==> src/pwmdt_pkg.sv <==
// Constants, register map and carrier types for the PWM dead-time/break output block
`default_nettype none
package pwmdt_pkg;
    localparam int NUM_MOD = 8;
    localparam int NUM_BRK = 6;
    localparam int NUM_PAIR = 3;

    localparam logic [7:0] ADDR_AUX_FLAGS   = 8'hA1;
    localparam logic [7:0] ADDR_FIFO_SEL    = 8'hA4;
    localparam logic [7:0] ADDR_ALIGN_BRK   = 8'hBC;
    localparam logic [7:0] ADDR_MODE_BASE   = 8'hDA;
    localparam logic [7:0] ADDR_DT_CFG      = 8'hE6;
    localparam logic [7:0] ADDR_OUT_EN      = 8'hF2;
    localparam logic [7:0] ADDR_CLONE_EN    = 8'hF3;
    localparam logic [7:0] ADDR_INVERT      = 8'hF4;
    localparam logic [7:0] ADDR_PIN_CFG     = 8'hF5;

    localparam logic [3:0] PAGE_FIFO_SEL    = 4'h6;
    localparam logic [3:0] PAGE_ALIGN_BRK   = 4'h0;
    localparam logic [3:0] PAGE_MODE_LOW    = 4'h0;
    localparam logic [3:0] PAGE_DT_CFG      = 4'h1;

    localparam int BIT_BREAK_FLAG = 4;
    localparam int BIT_DTE        = 7;
    localparam int BIT_ECOM       = 6;
    localparam int BIT_PWM        = 1;
    localparam int BIT_TIME_ALIGN = 4;
    localparam int FIFO_SEL_LSB   = 2;
    localparam logic [7:0] FIFO_SEL_RD_MASK = 8'h3F;

    localparam logic [7:0] RST_REG    = 8'h00;
    localparam logic [7:0] RST_OUT_EN = 8'hFF;
    localparam logic [2:0] RST_PRESC  = 3'h0;
    localparam logic [5:0] RST_DT_CNT = 6'h00;

    localparam logic [1:0] STEP_T0  = 2'h0;
    localparam logic [1:0] STEP_T1  = 2'h1;
    localparam logic [1:0] STEP_T3  = 2'h2;
    localparam logic [1:0] STEP_S0  = 2'h3;

    // Control register: alignment, extension, break mode and sources
    typedef struct packed {
        logic       center_align_enable;
        logic       extended_dead_time;
        logic       break_mode_select;
        logic [1:0] break_source1_sel;
        logic [2:0] break_source0_sel;
    } pwmdt_ctrl_s;

    typedef struct packed {
        logic [1:0] dead_time_prescale;
        logic [5:0] dead_time_count;
    } pwmdt_dtcfg_s;

    // Break candidates, active high; all but kbd and adcw synchronised
    typedef struct packed {
        logic cmp0;
        logic cmp1;
        logic irq1;
        logic irq2;
        logic irq3;
        logic t2ex;
        logic t3ex;
        logic kbd;
        logic adcw;
    } pwmdt_brk_s;
endpackage
`default_nettype wire

==> src/pwmdt_dead_time.sv <==
// Dead-time inserter for one complementary output pair
`default_nettype none
module pwmdt_dead_time (
    input  wire logic       clk,
    input  wire logic       rstn,
    input  wire logic       pwm_in,
    input  wire logic       enable,
    input  wire logic       tick,
    input  wire logic [5:0] dt_count,
    output logic            out_high,
    output logic            out_low
);
    import pwmdt_pkg::*;

    logic       prev_r;
    logic [5:0] cnt_r;

    always_ff @(posedge clk or negedge rstn) begin
        if (!rstn) begin
            prev_r <= 1'b0;
        end else begin
            prev_r <= pwm_in;
        end
    end

    // Any edge drops both sides, then the newly high side waits out the count
    always_ff @(posedge clk or negedge rstn) begin
        if (!rstn) begin
            cnt_r    <= RST_DT_CNT;
            out_high <= 1'b0;
            out_low  <= 1'b0;
        end else if (!enable) begin
            cnt_r    <= RST_DT_CNT;
            out_high <= pwm_in;
            out_low  <= ~pwm_in;
        end else if (pwm_in != prev_r) begin
            cnt_r    <= dt_count;
            out_high <= 1'b0;
            out_low  <= 1'b0;
        end else if (cnt_r != RST_DT_CNT) begin
            if (tick) begin
                cnt_r <= cnt_r - 6'h01;
            end
        end else begin
            out_high <= pwm_in;
            out_low  <= ~pwm_in;
        end
    end
endmodule
`default_nettype wire

==> src/pwmdt_output_ctrl.sv <==
// PWM output control: dead-time, centre align, break, gating, inversion, clones
`default_nettype none
module pwmdt_output_ctrl (
    input  wire logic       clk,
    input  wire logic       rstn,
    input  wire logic [3:0] sfr_page,
    input  wire logic [7:0] sfr_addr,
    input  wire logic [7:0] sfr_wdata,
    input  wire logic       sfr_wr,
    input  wire logic       sfr_rd,
    output logic      [7:0] sfr_rdata,
    input  wire logic       timer0_overflow_event,
    input  wire logic       timer1_overflow_event,
    input  wire logic       timer3_overflow_event,
    input  wire logic       serial0_timer_overflow,
    output logic            fifo_step_clock,
    input  wire logic       comparator0_out,
    input  wire logic       comparator1_out,
    input  wire logic       ext_irq1_n,
    input  wire logic       ext_irq2_n,
    input  wire logic       ext_irq3_n,
    input  wire logic       timer2_ext_input,
    input  wire logic       timer3_ext_input,
    input  wire logic       keypad_match_event,
    input  wire logic       adc_window_hit,
    input  wire logic [7:0] pwm_raw,
    input  wire logic       pwm_cycle_start,
    input  wire logic [7:0] port_latch,
    input  wire logic [1:0] clone_latch_a,
    input  wire logic [1:0] clone_latch_b,
    output logic      [7:0] module_pin,
    output logic      [1:0] clone_output_a,
    output logic      [1:0] clone_output_b,
    output logic      [7:0] center_mode,
    output logic            extended_dt_active,
    output logic            non_pwm_valid,
    output logic            break_active
);
    import pwmdt_pkg::*;

    function automatic logic src0_pick(input logic [2:0] code, input pwmdt_brk_s s);
        case (code)
            3'h1: return s.cmp0;
            3'h2: return s.irq1;
            3'h3: return s.t2ex;
            3'h4: return s.kbd;
            3'h5: return s.cmp1;
            3'h6: return s.irq3;
            3'h7: return s.adcw;
            default: return 1'b0;
        endcase
    endfunction
    function automatic logic src1_pick(input logic [1:0] code, input pwmdt_brk_s s);
        case (code)
            2'h1: return s.irq2;
            2'h2: return s.t3ex;
            2'h3: return s.kbd;
            default: return 1'b0;
        endcase
    endfunction
    function automatic logic hit(input logic [7:0] a, input logic [7:0] want);
        return sfr_wr && (a == want);
    endfunction

    pwmdt_ctrl_s  ctrl_r;
    pwmdt_dtcfg_s dtcfg_r;
    logic [7:0]   aux_flags_r;
    logic [5:0]   fifo_sel_r;
    logic [7:0]   mode_r [NUM_BRK];
    logic [7:0]   out_en_r;
    logic [7:0]   out_en_eff_r;
    logic [7:0]   clone_en_r;
    logic [7:0]   invert_r;
    logic [7:0]   pin_cfg_r;
    logic [7:0]   rd_nxt;
    logic [2:0]   presc_r;
    logic         tick;
    logic         cbc_block_r;
    logic         blocked;
    logic         brk_fire;
    logic         wr_flag;
    logic [7:0]   pwm_sel;
    logic [7:0]   sig;
    logic [NUM_PAIR-1:0] dt_on;
    logic [NUM_PAIR-1:0] dt_hi;
    logic [NUM_PAIR-1:0] dt_lo;
    logic [8:0]   brk_meta_r;
    logic [8:0]   brk_sync_r;
    pwmdt_brk_s   brk;
    // Register writes
    always_ff @(posedge clk or negedge rstn) begin
        if (!rstn) begin
            ctrl_r     <= RST_REG;
            dtcfg_r    <= RST_REG;
            fifo_sel_r <= RST_REG[5:0];
            out_en_r   <= RST_OUT_EN;
            clone_en_r <= RST_REG;
            invert_r   <= RST_REG;
            pin_cfg_r  <= RST_REG;
        end else begin
            if (hit(sfr_addr, ADDR_ALIGN_BRK) && sfr_page == PAGE_ALIGN_BRK) begin
                ctrl_r <= sfr_wdata;
            end else if (hit(sfr_addr, ADDR_DT_CFG) && sfr_page == PAGE_DT_CFG) begin
                dtcfg_r <= sfr_wdata;
            end else if (hit(sfr_addr, ADDR_FIFO_SEL) && sfr_page == PAGE_FIFO_SEL) begin
                fifo_sel_r <= sfr_wdata[5:0];
            end else if (hit(sfr_addr, ADDR_OUT_EN)) begin
                out_en_r <= sfr_wdata;
            end else if (hit(sfr_addr, ADDR_CLONE_EN)) begin
                clone_en_r <= sfr_wdata;
            end else if (hit(sfr_addr, ADDR_INVERT)) begin
                invert_r <= sfr_wdata;
            end else if (hit(sfr_addr, ADDR_PIN_CFG)) begin
                pin_cfg_r <= sfr_wdata;
            end
        end
    end
    // Module mode registers; modules 0 and 1 only on page 0
    always_ff @(posedge clk or negedge rstn) begin
        if (!rstn) begin
            for (int i = 0; i < NUM_BRK; i++) begin
                mode_r[i] <= RST_REG;
            end
        end else begin
            for (int i = 0; i < NUM_BRK; i++) begin
                if (hit(sfr_addr, ADDR_MODE_BASE + 8'(i))
                    && (i > 1 || sfr_page == PAGE_MODE_LOW)) begin
                    mode_r[i] <= sfr_wdata;
                end
            end
        end
    end
    assign wr_flag = hit(sfr_addr, ADDR_AUX_FLAGS);
    // Auxiliary flags; the break bit is set by hardware with priority over a clear
    always_ff @(posedge clk or negedge rstn) begin
        if (!rstn) begin
            aux_flags_r <= RST_REG;
        end else begin
            if (wr_flag) begin
                aux_flags_r <= sfr_wdata;
            end
            if (brk_fire) begin
                aux_flags_r[BIT_BREAK_FLAG] <= 1'b1;
            end
        end
    end
    // Read mux
    always_comb begin
        rd_nxt = RST_REG;
        if (sfr_addr == ADDR_AUX_FLAGS) begin
            rd_nxt = aux_flags_r;
        end else if (sfr_addr == ADDR_FIFO_SEL && sfr_page == PAGE_FIFO_SEL) begin
            rd_nxt = {2'h0, fifo_sel_r} & FIFO_SEL_RD_MASK;
        end else if (sfr_addr == ADDR_ALIGN_BRK && sfr_page == PAGE_ALIGN_BRK) begin
            rd_nxt = ctrl_r;
        end else if (sfr_addr == ADDR_DT_CFG && sfr_page == PAGE_DT_CFG) begin
            rd_nxt = dtcfg_r;
        end else if (sfr_addr == ADDR_OUT_EN) begin
            rd_nxt = out_en_r;
        end else if (sfr_addr == ADDR_CLONE_EN) begin
            rd_nxt = clone_en_r;
        end else if (sfr_addr == ADDR_INVERT) begin
            rd_nxt = invert_r;
        end else if (sfr_addr == ADDR_PIN_CFG) begin
            rd_nxt = pin_cfg_r;
        end else begin
            for (int i = 0; i < NUM_BRK; i++) begin
                if (sfr_addr == ADDR_MODE_BASE + 8'(i)
                    && (i > 1 || sfr_page == PAGE_MODE_LOW)) begin
                    rd_nxt = mode_r[i];
                end
            end
        end
    end

    always_ff @(posedge clk or negedge rstn) begin
        if (!rstn) begin
            sfr_rdata <= RST_REG;
        end else if (sfr_rd) begin
            sfr_rdata <= rd_nxt;
        end
    end
    // FIFO duty step event
    always_ff @(posedge clk or negedge rstn) begin
        if (!rstn) begin
            fifo_step_clock <= 1'b0;
        end else begin
            case (fifo_sel_r[FIFO_SEL_LSB +: 2])
                STEP_T0: fifo_step_clock <= timer0_overflow_event;
                STEP_T1: fifo_step_clock <= timer1_overflow_event;
                STEP_T3: fifo_step_clock <= timer3_overflow_event;
                default: fifo_step_clock <= serial0_timer_overflow;
            endcase
        end
    end
    // Break pins cross in through two flops; keypad and ADC are on this clock
    always_ff @(posedge clk or negedge rstn) begin
        if (!rstn) begin
            brk_meta_r <= 9'h000;
            brk_sync_r <= 9'h000;
        end else begin
            brk_meta_r <= {comparator0_out, comparator1_out, ~ext_irq1_n, ~ext_irq2_n,
                           ~ext_irq3_n, timer2_ext_input, timer3_ext_input, 2'h0};
            brk_sync_r <= brk_meta_r;
        end
    end

    always_comb begin
        brk      = brk_sync_r;
        brk.kbd  = keypad_match_event;
        brk.adcw = adc_window_hit;
    end

    assign brk_fire = src0_pick(ctrl_r.break_source0_sel, brk)
                    | src1_pick(ctrl_r.break_source1_sel, brk);
    // Cycle-by-cycle hold released at a cycle start once the sources are quiet
    always_ff @(posedge clk or negedge rstn) begin
        if (!rstn) begin
            cbc_block_r <= 1'b0;
        end else if (brk_fire || (wr_flag && sfr_wdata[BIT_BREAK_FLAG])) begin
            cbc_block_r <= 1'b1;
        end else if (pwm_cycle_start) begin
            cbc_block_r <= 1'b0;
        end
    end

    assign blocked = ctrl_r.break_mode_select ? cbc_block_r
                                              : aux_flags_r[BIT_BREAK_FLAG];
    // Dead-time prescaler
    always_ff @(posedge clk or negedge rstn) begin
        if (!rstn) begin
            presc_r <= RST_PRESC;
        end else begin
            presc_r <= presc_r + 3'h1;
        end
    end

    always_comb begin
        case (dtcfg_r.dead_time_prescale)
            2'h0: tick = 1'b1;
            2'h1: tick = presc_r[0];
            2'h2: tick = &presc_r[1:0];
            default: tick = &presc_r;
        endcase
    end
    // Pair dead-time units for modules 0, 2 and 4
    for (genvar p = 0; p < NUM_PAIR; p++) begin : g_pair
        assign dt_on[p] = mode_r[2*p][BIT_DTE] && pin_cfg_r[p]
                        && (dtcfg_r.dead_time_count != RST_DT_CNT);
        pwmdt_dead_time u_dt (
            .clk      (clk),
            .rstn     (rstn),
            .pwm_in   (pwm_raw[2*p]),
            .enable   (dt_on[p]),
            .tick     (tick),
            .dt_count (dtcfg_r.dead_time_count),
            .out_high (dt_hi[p]),
            .out_low  (dt_lo[p])
        );
    end
    // Channel signals; dead-time pairs take both pins of the pair
    always_comb begin
        sig = pwm_raw;
        for (int p = 0; p < NUM_PAIR; p++) begin
            if (dt_on[p]) begin
                sig[2*p]   = dt_hi[p];
                sig[2*p+1] = dt_lo[p];
            end
        end
    end
    // PWM selection per pin: mode bits for 0..5, pin config for 6 and 7
    always_comb begin
        for (int i = 0; i < NUM_BRK; i++) begin
            pwm_sel[i] = mode_r[i][BIT_ECOM] && mode_r[i][BIT_PWM];
        end
        pwm_sel[6] = pin_cfg_r[3];
        pwm_sel[7] = pin_cfg_r[4];
    end
    // Output enables applied at once or at the cycle boundary
    always_ff @(posedge clk or negedge rstn) begin
        if (!rstn) begin
            out_en_eff_r <= RST_OUT_EN;
        end else if (!clone_en_r[BIT_TIME_ALIGN]) begin
            out_en_eff_r <= out_en_r;
        end else if (pwm_cycle_start) begin
            out_en_eff_r <= out_en_r;
        end
    end
    // Pin drive; blocked or disabled channels show the port latch
    always_ff @(posedge clk or negedge rstn) begin
        if (!rstn) begin
            module_pin <= RST_REG;
        end else begin
            for (int i = 0; i < NUM_MOD; i++) begin
                if (pwm_sel[i] && out_en_eff_r[i]
                    && !(blocked && i < NUM_BRK)) begin
                    module_pin[i] <= sig[i] ^ invert_r[i];
                end else begin
                    module_pin[i] <= port_latch[i];
                end
            end
        end
    end

    // Clone outputs of modules 0 and 2
    always_ff @(posedge clk or negedge rstn) begin
        if (!rstn) begin
            clone_output_a <= 2'h0;
            clone_output_b <= 2'h0;
        end else begin
            for (int c = 0; c < 2; c++) begin
                if (pwm_sel[2*c] && clone_en_r[2*c] && !blocked) begin
                    clone_output_a[c] <= pwm_raw[2*c];
                end else begin
                    clone_output_a[c] <= clone_latch_a[c];
                end
                if (pwm_sel[2*c] && clone_en_r[2*c+1] && !blocked) begin
                    clone_output_b[c] <= pwm_raw[2*c];
                end else begin
                    clone_output_b[c] <= clone_latch_b[c];
                end
            end
        end
    end

    // Status toward the counter and compare datapath
    always_ff @(posedge clk or negedge rstn) begin
        if (!rstn) begin
            center_mode        <= RST_REG;
            extended_dt_active <= 1'b0;
            non_pwm_valid      <= 1'b1;
            break_active       <= 1'b0;
        end else begin
            for (int i = 0; i < NUM_MOD; i++) begin
                center_mode[i] <= ctrl_r.center_align_enable
                                  && pwm_sel[i] && (i < NUM_BRK);
            end
            extended_dt_active <= ctrl_r.extended_dead_time;
            non_pwm_valid      <= ~ctrl_r.extended_dead_time;
            break_active       <= blocked;
        end
    end
endmodule
`default_nettype wire

==> config.mk <==
export PLATFORM = sky130hd
export DESIGN_NAME = pwmdt_output_ctrl
export DESIGN_NICKNAME = d
export VERILOG_FILES = /design/src/pwmdt_pkg.sv /design/src/pwmdt_dead_time.sv /design/src/pwmdt_output_ctrl.sv
export SDC_FILE = /design/constraint.sdc
export NUM_CORES = 1
export LEC_CHECK = 0
export BUFFER_PORTS_ARGS = -buffer_cell sky130_fd_sc_hd__clkbuf_2
export CORE_ASPECT_RATIO = 0.75
export CORE_MARGIN = 2
export CORE_UTILIZATION = 40
export DETAILED_ROUTE_END_ITERATION = 8
export GPL_TIMING_DRIVEN = 0
export PLACE_DENSITY = 0.61
export SLEW_MARGIN = 20
export SYNTH_ARGS = -nofsm -noshare
export SYNTH_HDL_FRONTEND = slang
export SYNTH_SLANG_ARGS = --single-unit
==> constraint.sdc <==
create_clock -name clk -period 1.95 [get_ports clk]
set_input_delay 0.0975 -clock clk [delete_from_list [all_inputs] [get_ports clk]]
set_output_delay 0.0975 -clock clk [all_outputs]
set_load 0.01 [all_outputs]
=== After elaboration in Yosys (flattened, before gate mapping) ===
Index checks and enable logic that the tools add are counted.

* $add $sub $neg: 4
* Equal/unequal tests: 43
* Mux-type cells: 70
* Bitwise logic cells: 22
* Reductions and logical operators: 87

{| class="wikitable"
|+ Operators with widths
! kind !! number
|-
| 2-to-1 mux 8 bit || 16
|-
| == test 8 bit (second input constant) || 14
|-
| 2-to-1 mux 6 bit || 12
|-
| logical AND 1 bit || 65
|-
| 2-to-1 mux 1 bit || 34
|-
| inequality test 3 bit (second input constant) || 9
|-
| nonzero test 6 bit || 4
|-
| subtractor 6 x 1 -> 6 bit (second input constant) || 3
|-
| inverter 1 bit || 13
|-
| == test 3 bit (second input constant) || 4
|-
| AND reduction 2 bit || 5
|-
| one-hot mux 1 bit (3 select lines) || 3
|-
| == test 2 bit (second input constant) || 4
|-
| XOR 1 bit || 8
|-
| one-hot mux 1 bit (7 select lines) || 1
|-
| AND reduction 7 bit || 1
|-
| == test 2 x 1 -> 1 bit (second input constant) || 3
|-
| == test 3 x 2 -> 1 bit (second input constant) || 2
|-
| 2-to-1 mux 2 bit || 3
|-
| AND reduction 3 bit || 2
|-
| AND reduction 6 bit || 1
|-
| 2-to-1 mux 5 bit || 1
|-
| AND reduction 5 bit || 1
|-
| == test 4 x 1 -> 1 bit (second input constant) || 1
|-
| 12 further kinds || 16
|}

* Register bits: 193
* Bits of input ports: 58
* Output and inout bits: 32
* Word-level logic and storage cells: 272

=== Longest topological paths before layout ===
* Depth in word-level cells: 16
* Gate-level depth with buffers: 9
* Depth with buffers taken out: 8

=== Modules after synthesis ===
Synthesis repeated with hierarchy kept, for this count alone.

* Cell total of the unflattened synthesis: 839
* Area, all modules: 9,669.3 µm²

{| class="wikitable"
|+ By module, submodules not included
! module !! times used !! cells each !! area each (µm²) !! seq. area each (µm²)
|-
| pwmdt_output_ctrl || 1 || 629 || 7,762.4 || 4,175.3
|-
| pwmdt_dead_time (g_pair[0].u_dt ...) || 2 || 70 || 634.4 || 225.2
|-
| pwmdt_dead_time (g_pair[2].u_dt) || 1 || 70 || 638.1 || 225.2
|}

=== Worst setup path before layout ===
No wires, ideal clock.

* Kind: input port to flip-flop
* Start point: input port sfr_page[1]
* End point: register clone_en_r[0]
* Library setup time: 0.125 ns
* Arrival: 2.056 ns
* Required time: 1.825 ns
* Setup slack: -0.231 ns
* Stages: 8
* Buffers on the path: 2
* Cell sequence: or4_1 -> buf_2 -> or4_4 -> nand3b_1 -> nor3_1 -> and3_1 -> buf_6 -> mux2_4

* Word-level cells in the longest chain between the ends: 4
* Elaborated cells between the ends (all ways): 10
* Classes of those cells: eq/ne: 2; bitwise: 3; reduce/logical: 5

{| class="wikitable"
|+ RTL lines
! item !! RTL line !! text
|-
| from (decl) || pwmdt_output_ctrl.sv:6 || <nowiki>input wire logic [3:0] sfr_page,</nowiki>
|-
| == test 4 x 3 -> 1 bit, or another cell as far along || pwmdt_output_ctrl.sv:105 || <nowiki>end else if (hit(sfr_addr, ADDR_FIFO_SEL) && sfr_page == PAGE_FIFO_SEL) begin</nowiki>
|-
| logical AND 1 bit (on tied branches) || pwmdt_output_ctrl.sv:105, pwmdt_output_ctrl.sv:101, pwmdt_output_ctrl.sv:103 ||
|-
| inverter 1 bit (no line) || - ||
|-
| AND reduction 5 bit (no line) * || - ||
|-
| to (signal assigned) || pwmdt_output_ctrl.sv:110 || <nowiki>clone_en_r <= sfr_wdata;</nowiki>
|-
| to (decl) || pwmdt_output_ctrl.sv:72 || <nowiki>logic [7:0] clone_en_r;</nowiki>
|}

Mark *: on every way between the ends. The rest lies on a longest branch, timed or not.
A chain may end at the register's enable or synchronous reset.

=== Final worst setup path ===
* Start point: input port sfr_addr[0]
* End point: register sfr_rdata[7]

* Word-level cells in the longest chain between the ends: 16
* Elaborated cells between the ends (all ways): 33
* Classes of those cells: eq/ne: 14; mux: 14; reduce/logical: 5

{| class="wikitable"
|+ RTL lines
! item !! RTL line !! text
|-
| from (decl) || pwmdt_output_ctrl.sv:7 || <nowiki>input wire logic [7:0] sfr_addr,</nowiki>
|-
| == test 8 bit || pwmdt_output_ctrl.sv:168 || <nowiki>if (sfr_addr == ADDR_MODE_BASE + 8'(i)</nowiki>
|-
| logical AND 1 bit || pwmdt_output_ctrl.sv:169 || <nowiki>&& (i > 1 || sfr_page == PAGE_MODE_LOW)) begin</nowiki>
|-
| 2-to-1 mux 8 bit (6 in a row) || pwmdt_output_ctrl.sv:168 ||
|-
| 2-to-1 mux 8 bit || pwmdt_output_ctrl.sv:164 || <nowiki>end else if (sfr_addr == ADDR_PIN_CFG) begin</nowiki>
|-
| 2-to-1 mux 8 bit || pwmdt_output_ctrl.sv:162 || <nowiki>end else if (sfr_addr == ADDR_INVERT) begin</nowiki>
|-
| 2-to-1 mux 8 bit || pwmdt_output_ctrl.sv:160 || <nowiki>end else if (sfr_addr == ADDR_CLONE_EN) begin</nowiki>
|-
| 2-to-1 mux 8 bit || pwmdt_output_ctrl.sv:158 || <nowiki>end else if (sfr_addr == ADDR_OUT_EN) begin</nowiki>
|-
| 2-to-1 mux 8 bit || pwmdt_output_ctrl.sv:156 || <nowiki>end else if (sfr_addr == ADDR_DT_CFG && sfr_page == PAGE_DT_CFG) begin</nowiki>
|-
| 2-to-1 mux 8 bit || pwmdt_output_ctrl.sv:154 || <nowiki>end else if (sfr_addr == ADDR_ALIGN_BRK && sfr_page == PAGE_ALIGN_BRK) begin</nowiki>
|-
| 2-to-1 mux 8 bit || pwmdt_output_ctrl.sv:152 || <nowiki>end else if (sfr_addr == ADDR_FIFO_SEL && sfr_page == PAGE_FIFO_SEL) begin</nowiki>
|-
| 2-to-1 mux 8 bit * || pwmdt_output_ctrl.sv:150 || <nowiki>if (sfr_addr == ADDR_AUX_FLAGS) begin</nowiki>
|-
| to (signal assigned) || pwmdt_output_ctrl.sv:180 || <nowiki>sfr_rdata <= rd_nxt;</nowiki>
|-
| to (decl) || pwmdt_output_ctrl.sv:11 || <nowiki>output logic [7:0] sfr_rdata,</nowiki>
|}

Marked as above.

==> metrics.md <==
| Metric | Value |
|---|---|
| Initial DRC count | 786 |
| Met1 Use GR | 0.355 |
| Final net count | 1006 |
| Post-Synth XOR/XNOR Area | 0.0161 |
| Fill cell count | 2089 |
| Fraction of synthesized area in multiplexers | 0.188 |
| Most frequent CP cell | clkbuf_2 |
| Largest registers | mode_r (48), g_pair.u_dt.cnt_r (18) |
| Seq cells post-synth | 193 |
| Status | finished with violations |
| Row count | 48 |
| # IOs | 90 |
| Max_slew headroom | 0.425 |
| PwrDens | 769 mW/mm^2 |
| Die area | 0.0243 mm^2 |
| Synth Area in Simple Gates | 0.111 |
| Max reg flops | 48 |
| Vias | between 7k and 8k |
| Core Area | 0.0228 mm^2 |
| FF/Latch Area | ~0.0049 mm^2 |
| Antenna Cells | 0 |
| WHS | 61.0 ps |
| Failing checks | setup timing |
| Worst-Skew Late Latency | 440 ps |
| CTS tree | done |
| Post-Route WL | roughly 26000 um |
| Post-synth EDFFs | 0 |
| Max clock buf depth | 2 |
| Leak | 5.32 nW |
| Async set-reset flop share out of synthesis | 1.00 |
| Worst vdd ir | approximately 0.00065 V |
| DR DRC count | 0 |
| Gr usage total | 0.225 |
| Largest net degree at the start of global routing | between 70 and 80 |
| Critical path's top delay family | simple AND/OR/NAND/NOR gates |
| WL per Instance | 21.2 um |
| Grt ovf | 0 |
| Vias per inst | around 5.7 |
| RSZ-0062 raised after global routing | true |
| Htree depth | 4 |
| Post-synth cell types | 70 |
| Worst hold path class | primary input to flop |
| Main combinational cell family by area after synthesis | multiplexers |
| Setup Viol. Count Final | 9 |
| Final min period | 1960 ps |
| TritonCTS buffer count | 17 |
| Post-route ant nets | 0 |
| Area occupied by multi-input gates | between 0.004 and 0.005 mm^2 |
| Die height | 136 um |
| Area after DPL | 0.0101 mm^2 |
| Critical Path Max Stage Delay | 480 ps |
| Commonest non-fill, non-tap cell in the layout | dfrtp_1 |
| First-pass GRT wire length | 40500 um |
| Starting Density | 0.404 |
| Setup Slack @ Placement | -1080 ps |
| CP Class | primary input to flop |
| Synth Area in Compound Gates | 0.113 |
| Grt met2 use | 0.304 |
| Seq/Total Area, Yosys | 0.526 |
| Crit-path max FO | 10 |
| Critical path cell sequence | clkbuf_2 -> nand4b_1 -> nor3_2 -> clkbuf_2 -> a221oi_1 -> o21ai_1 -> a41oi_1 -> a211o_1 |
| Clock slew at reported path FFs | 70 ps |
| Post-route cell area | 0.0115 mm^2 |
| Initial DRT Pass Iterations | 5 |
| Initial antenna violation count | 1 |
| Worst EP arrival | 2290 ps |
| Warnings, synthesis | 0 |
| Maximum clock rate | 0.509 GHz |
| GP Congestion | 0.979 |
| Cell Area, Synth | approximately 0.0092 mm^2 |
| Period utilisation layout | 1.01 |
| Max Cap Viol | 0 |
| Endpoints failing hold | 0 |
| Top_reg_cell synth | dfrtp_1 |
| Pin slew with the least headroom to its limit | 863 ps |
| Die width | 179 um |
| Final WS setup | -14.3 ps |
| Synth Area in Adders | 0.0190 |
| Buf/Inv on CP | 2 |
| CP required | 2270 ps |
| Vias in the first global route | 6630 |
| Most frequent cells in the layout | dfrtp_1, mux2_2, clkbuf_2 |
| Mean Syn Cell Area | 11.8 um^2 |
| Setup Skew | 14.6 ps |
| Clk root buf | clkbuf_16 |
| Cells after Synth | 783 |
| # clock sinks | 193 |
| Critical path launch point type | primary input |
| Synth-to-layout area growth | 24.5% |
| Fraction of layout instances using a drive strength above 1 | 0.360 |
| CP max stage cell | nand4b_1 |
| Largest Register | mode_r |
| Buffers on Ports | 84 |
| Fin. max-slew vios | 0 |
| Post-DP HPWL | roughly 19000 um |
| Busiest grt layer | met1 |
| GR Util met3 | 0.0637 |
| Crit. End Element | flop |
## report_power, final
part / total (W) / switching (W) / internal, W
registers: 0.00424 / 0.0000957 / 0.00415
logic: 0.000732 / 0.000433 / 0.000299
clock network: 0.00386 / 0.00173 / 0.00213
total: 0.00883 / 0.00226 / 0.00657
## kinds of logic (layout without fill, tap and decap cells)
kind of cell / count (synthesis) / in the layout
XOR/XNOR: 17 / 17
AO/OA/AOI/OAI: 154 / 154
AND/OR/NAND/NOR: 193 / 193
buffers and inverters: 60 / 223
multiplexers: 151 / 151
adder cells (fa/ha/maj): 14 / 14
other: 1 / 2
flip-flops: 193 / 193
## metal layers
layer  vias up  wire (um)
met2       303      10900
met5         -         13
met1      3550      12800
met4         2        262
met3        19       2510
li1       3176          -
## synthesized netlist by cell type, drive strengths merged (5+ instances only)
library cell	number	area [um^2]
a221oi	7	61.3
nor2	36	135
o21ai	37	185
dfrtp	176	4400
a21oi	30	150
nand2b	6	37.5
o22ai	7	43.8
dfstp	17	447
ha	14	175
clkbuf	27	101
nand4	6	37.5
nand2	63	236
nor2b	5	31.3
nand3b	8	60.1
mux2	123	1420
nand3	14	70.1
inv	25	93.8
xnor2	8	70.1
nor4	6	80.1
and3	10	62.6
a221o	9	90.1
buf	6	40.0
a31oi	5	31.3
mux2i	25	250
a211oi	13	97.6
nor3	15	75.1
xor2	9	78.8
a22oi	6	45.0
## repair_timing
action	4_1_cts	5_1_grt
endpoints found under the setup margin	92	100
endpoints found under the hold margin	100	0
setup buffers	6	8
hold buffers	32	0
cloned	0	0
pin swaps	8	16
gates resized for setup	36	45
## cell type report
cell class,instances,share of cell area
inverter,27,0.00915
timing repair buffer,132,0.0799
multi-input combinational,531,0.383
sequential,193,0.423
clock buffer,18,0.0382
tap,300,0.0327
buffer,32,0.0158
clock inverter,14,0.0184
## stage by stage
| stage | total power (W) | utilization | setup TNS, ps | instances |
|---|---|---|---|---|
| global route | 0.00914 | 0.503 | -458 | 1247 |
| global placement | 0.00494 | 0.440 | -621690 | 1168 |
| finish | 0.00883 | 0.503 | -56.5 | 1247 |
| detailed placement | 0.00496 | 0.442 | -69710 | 1170 |
| floorplan | 0.00461 | - | -1390 | 784 |
| CTS | 0.00889 | 0.493 | 0 | 1240 |
## path summary, 6_finish.rpt
check	from	endpoint	slack, ps	depth (start not counted)
max	sfr_addr[0]	sfr_rdata[7]	-10	8
min	sfr_wdata[2]	clone_en_r[2]	60	2
max reg2reg	presc_r[0]	g_pair[0].u_dt.cnt_r[3]	40	9
min reg2reg	brk_meta_r[2]	brk_sync_r[2]	350	0
max in group asynchronous	rstn	out_en_eff_r[7]	960	3
min in group asynchronous	rstn	brk_sync_r[2]	200	2
(Power assumes the default switching activity.)
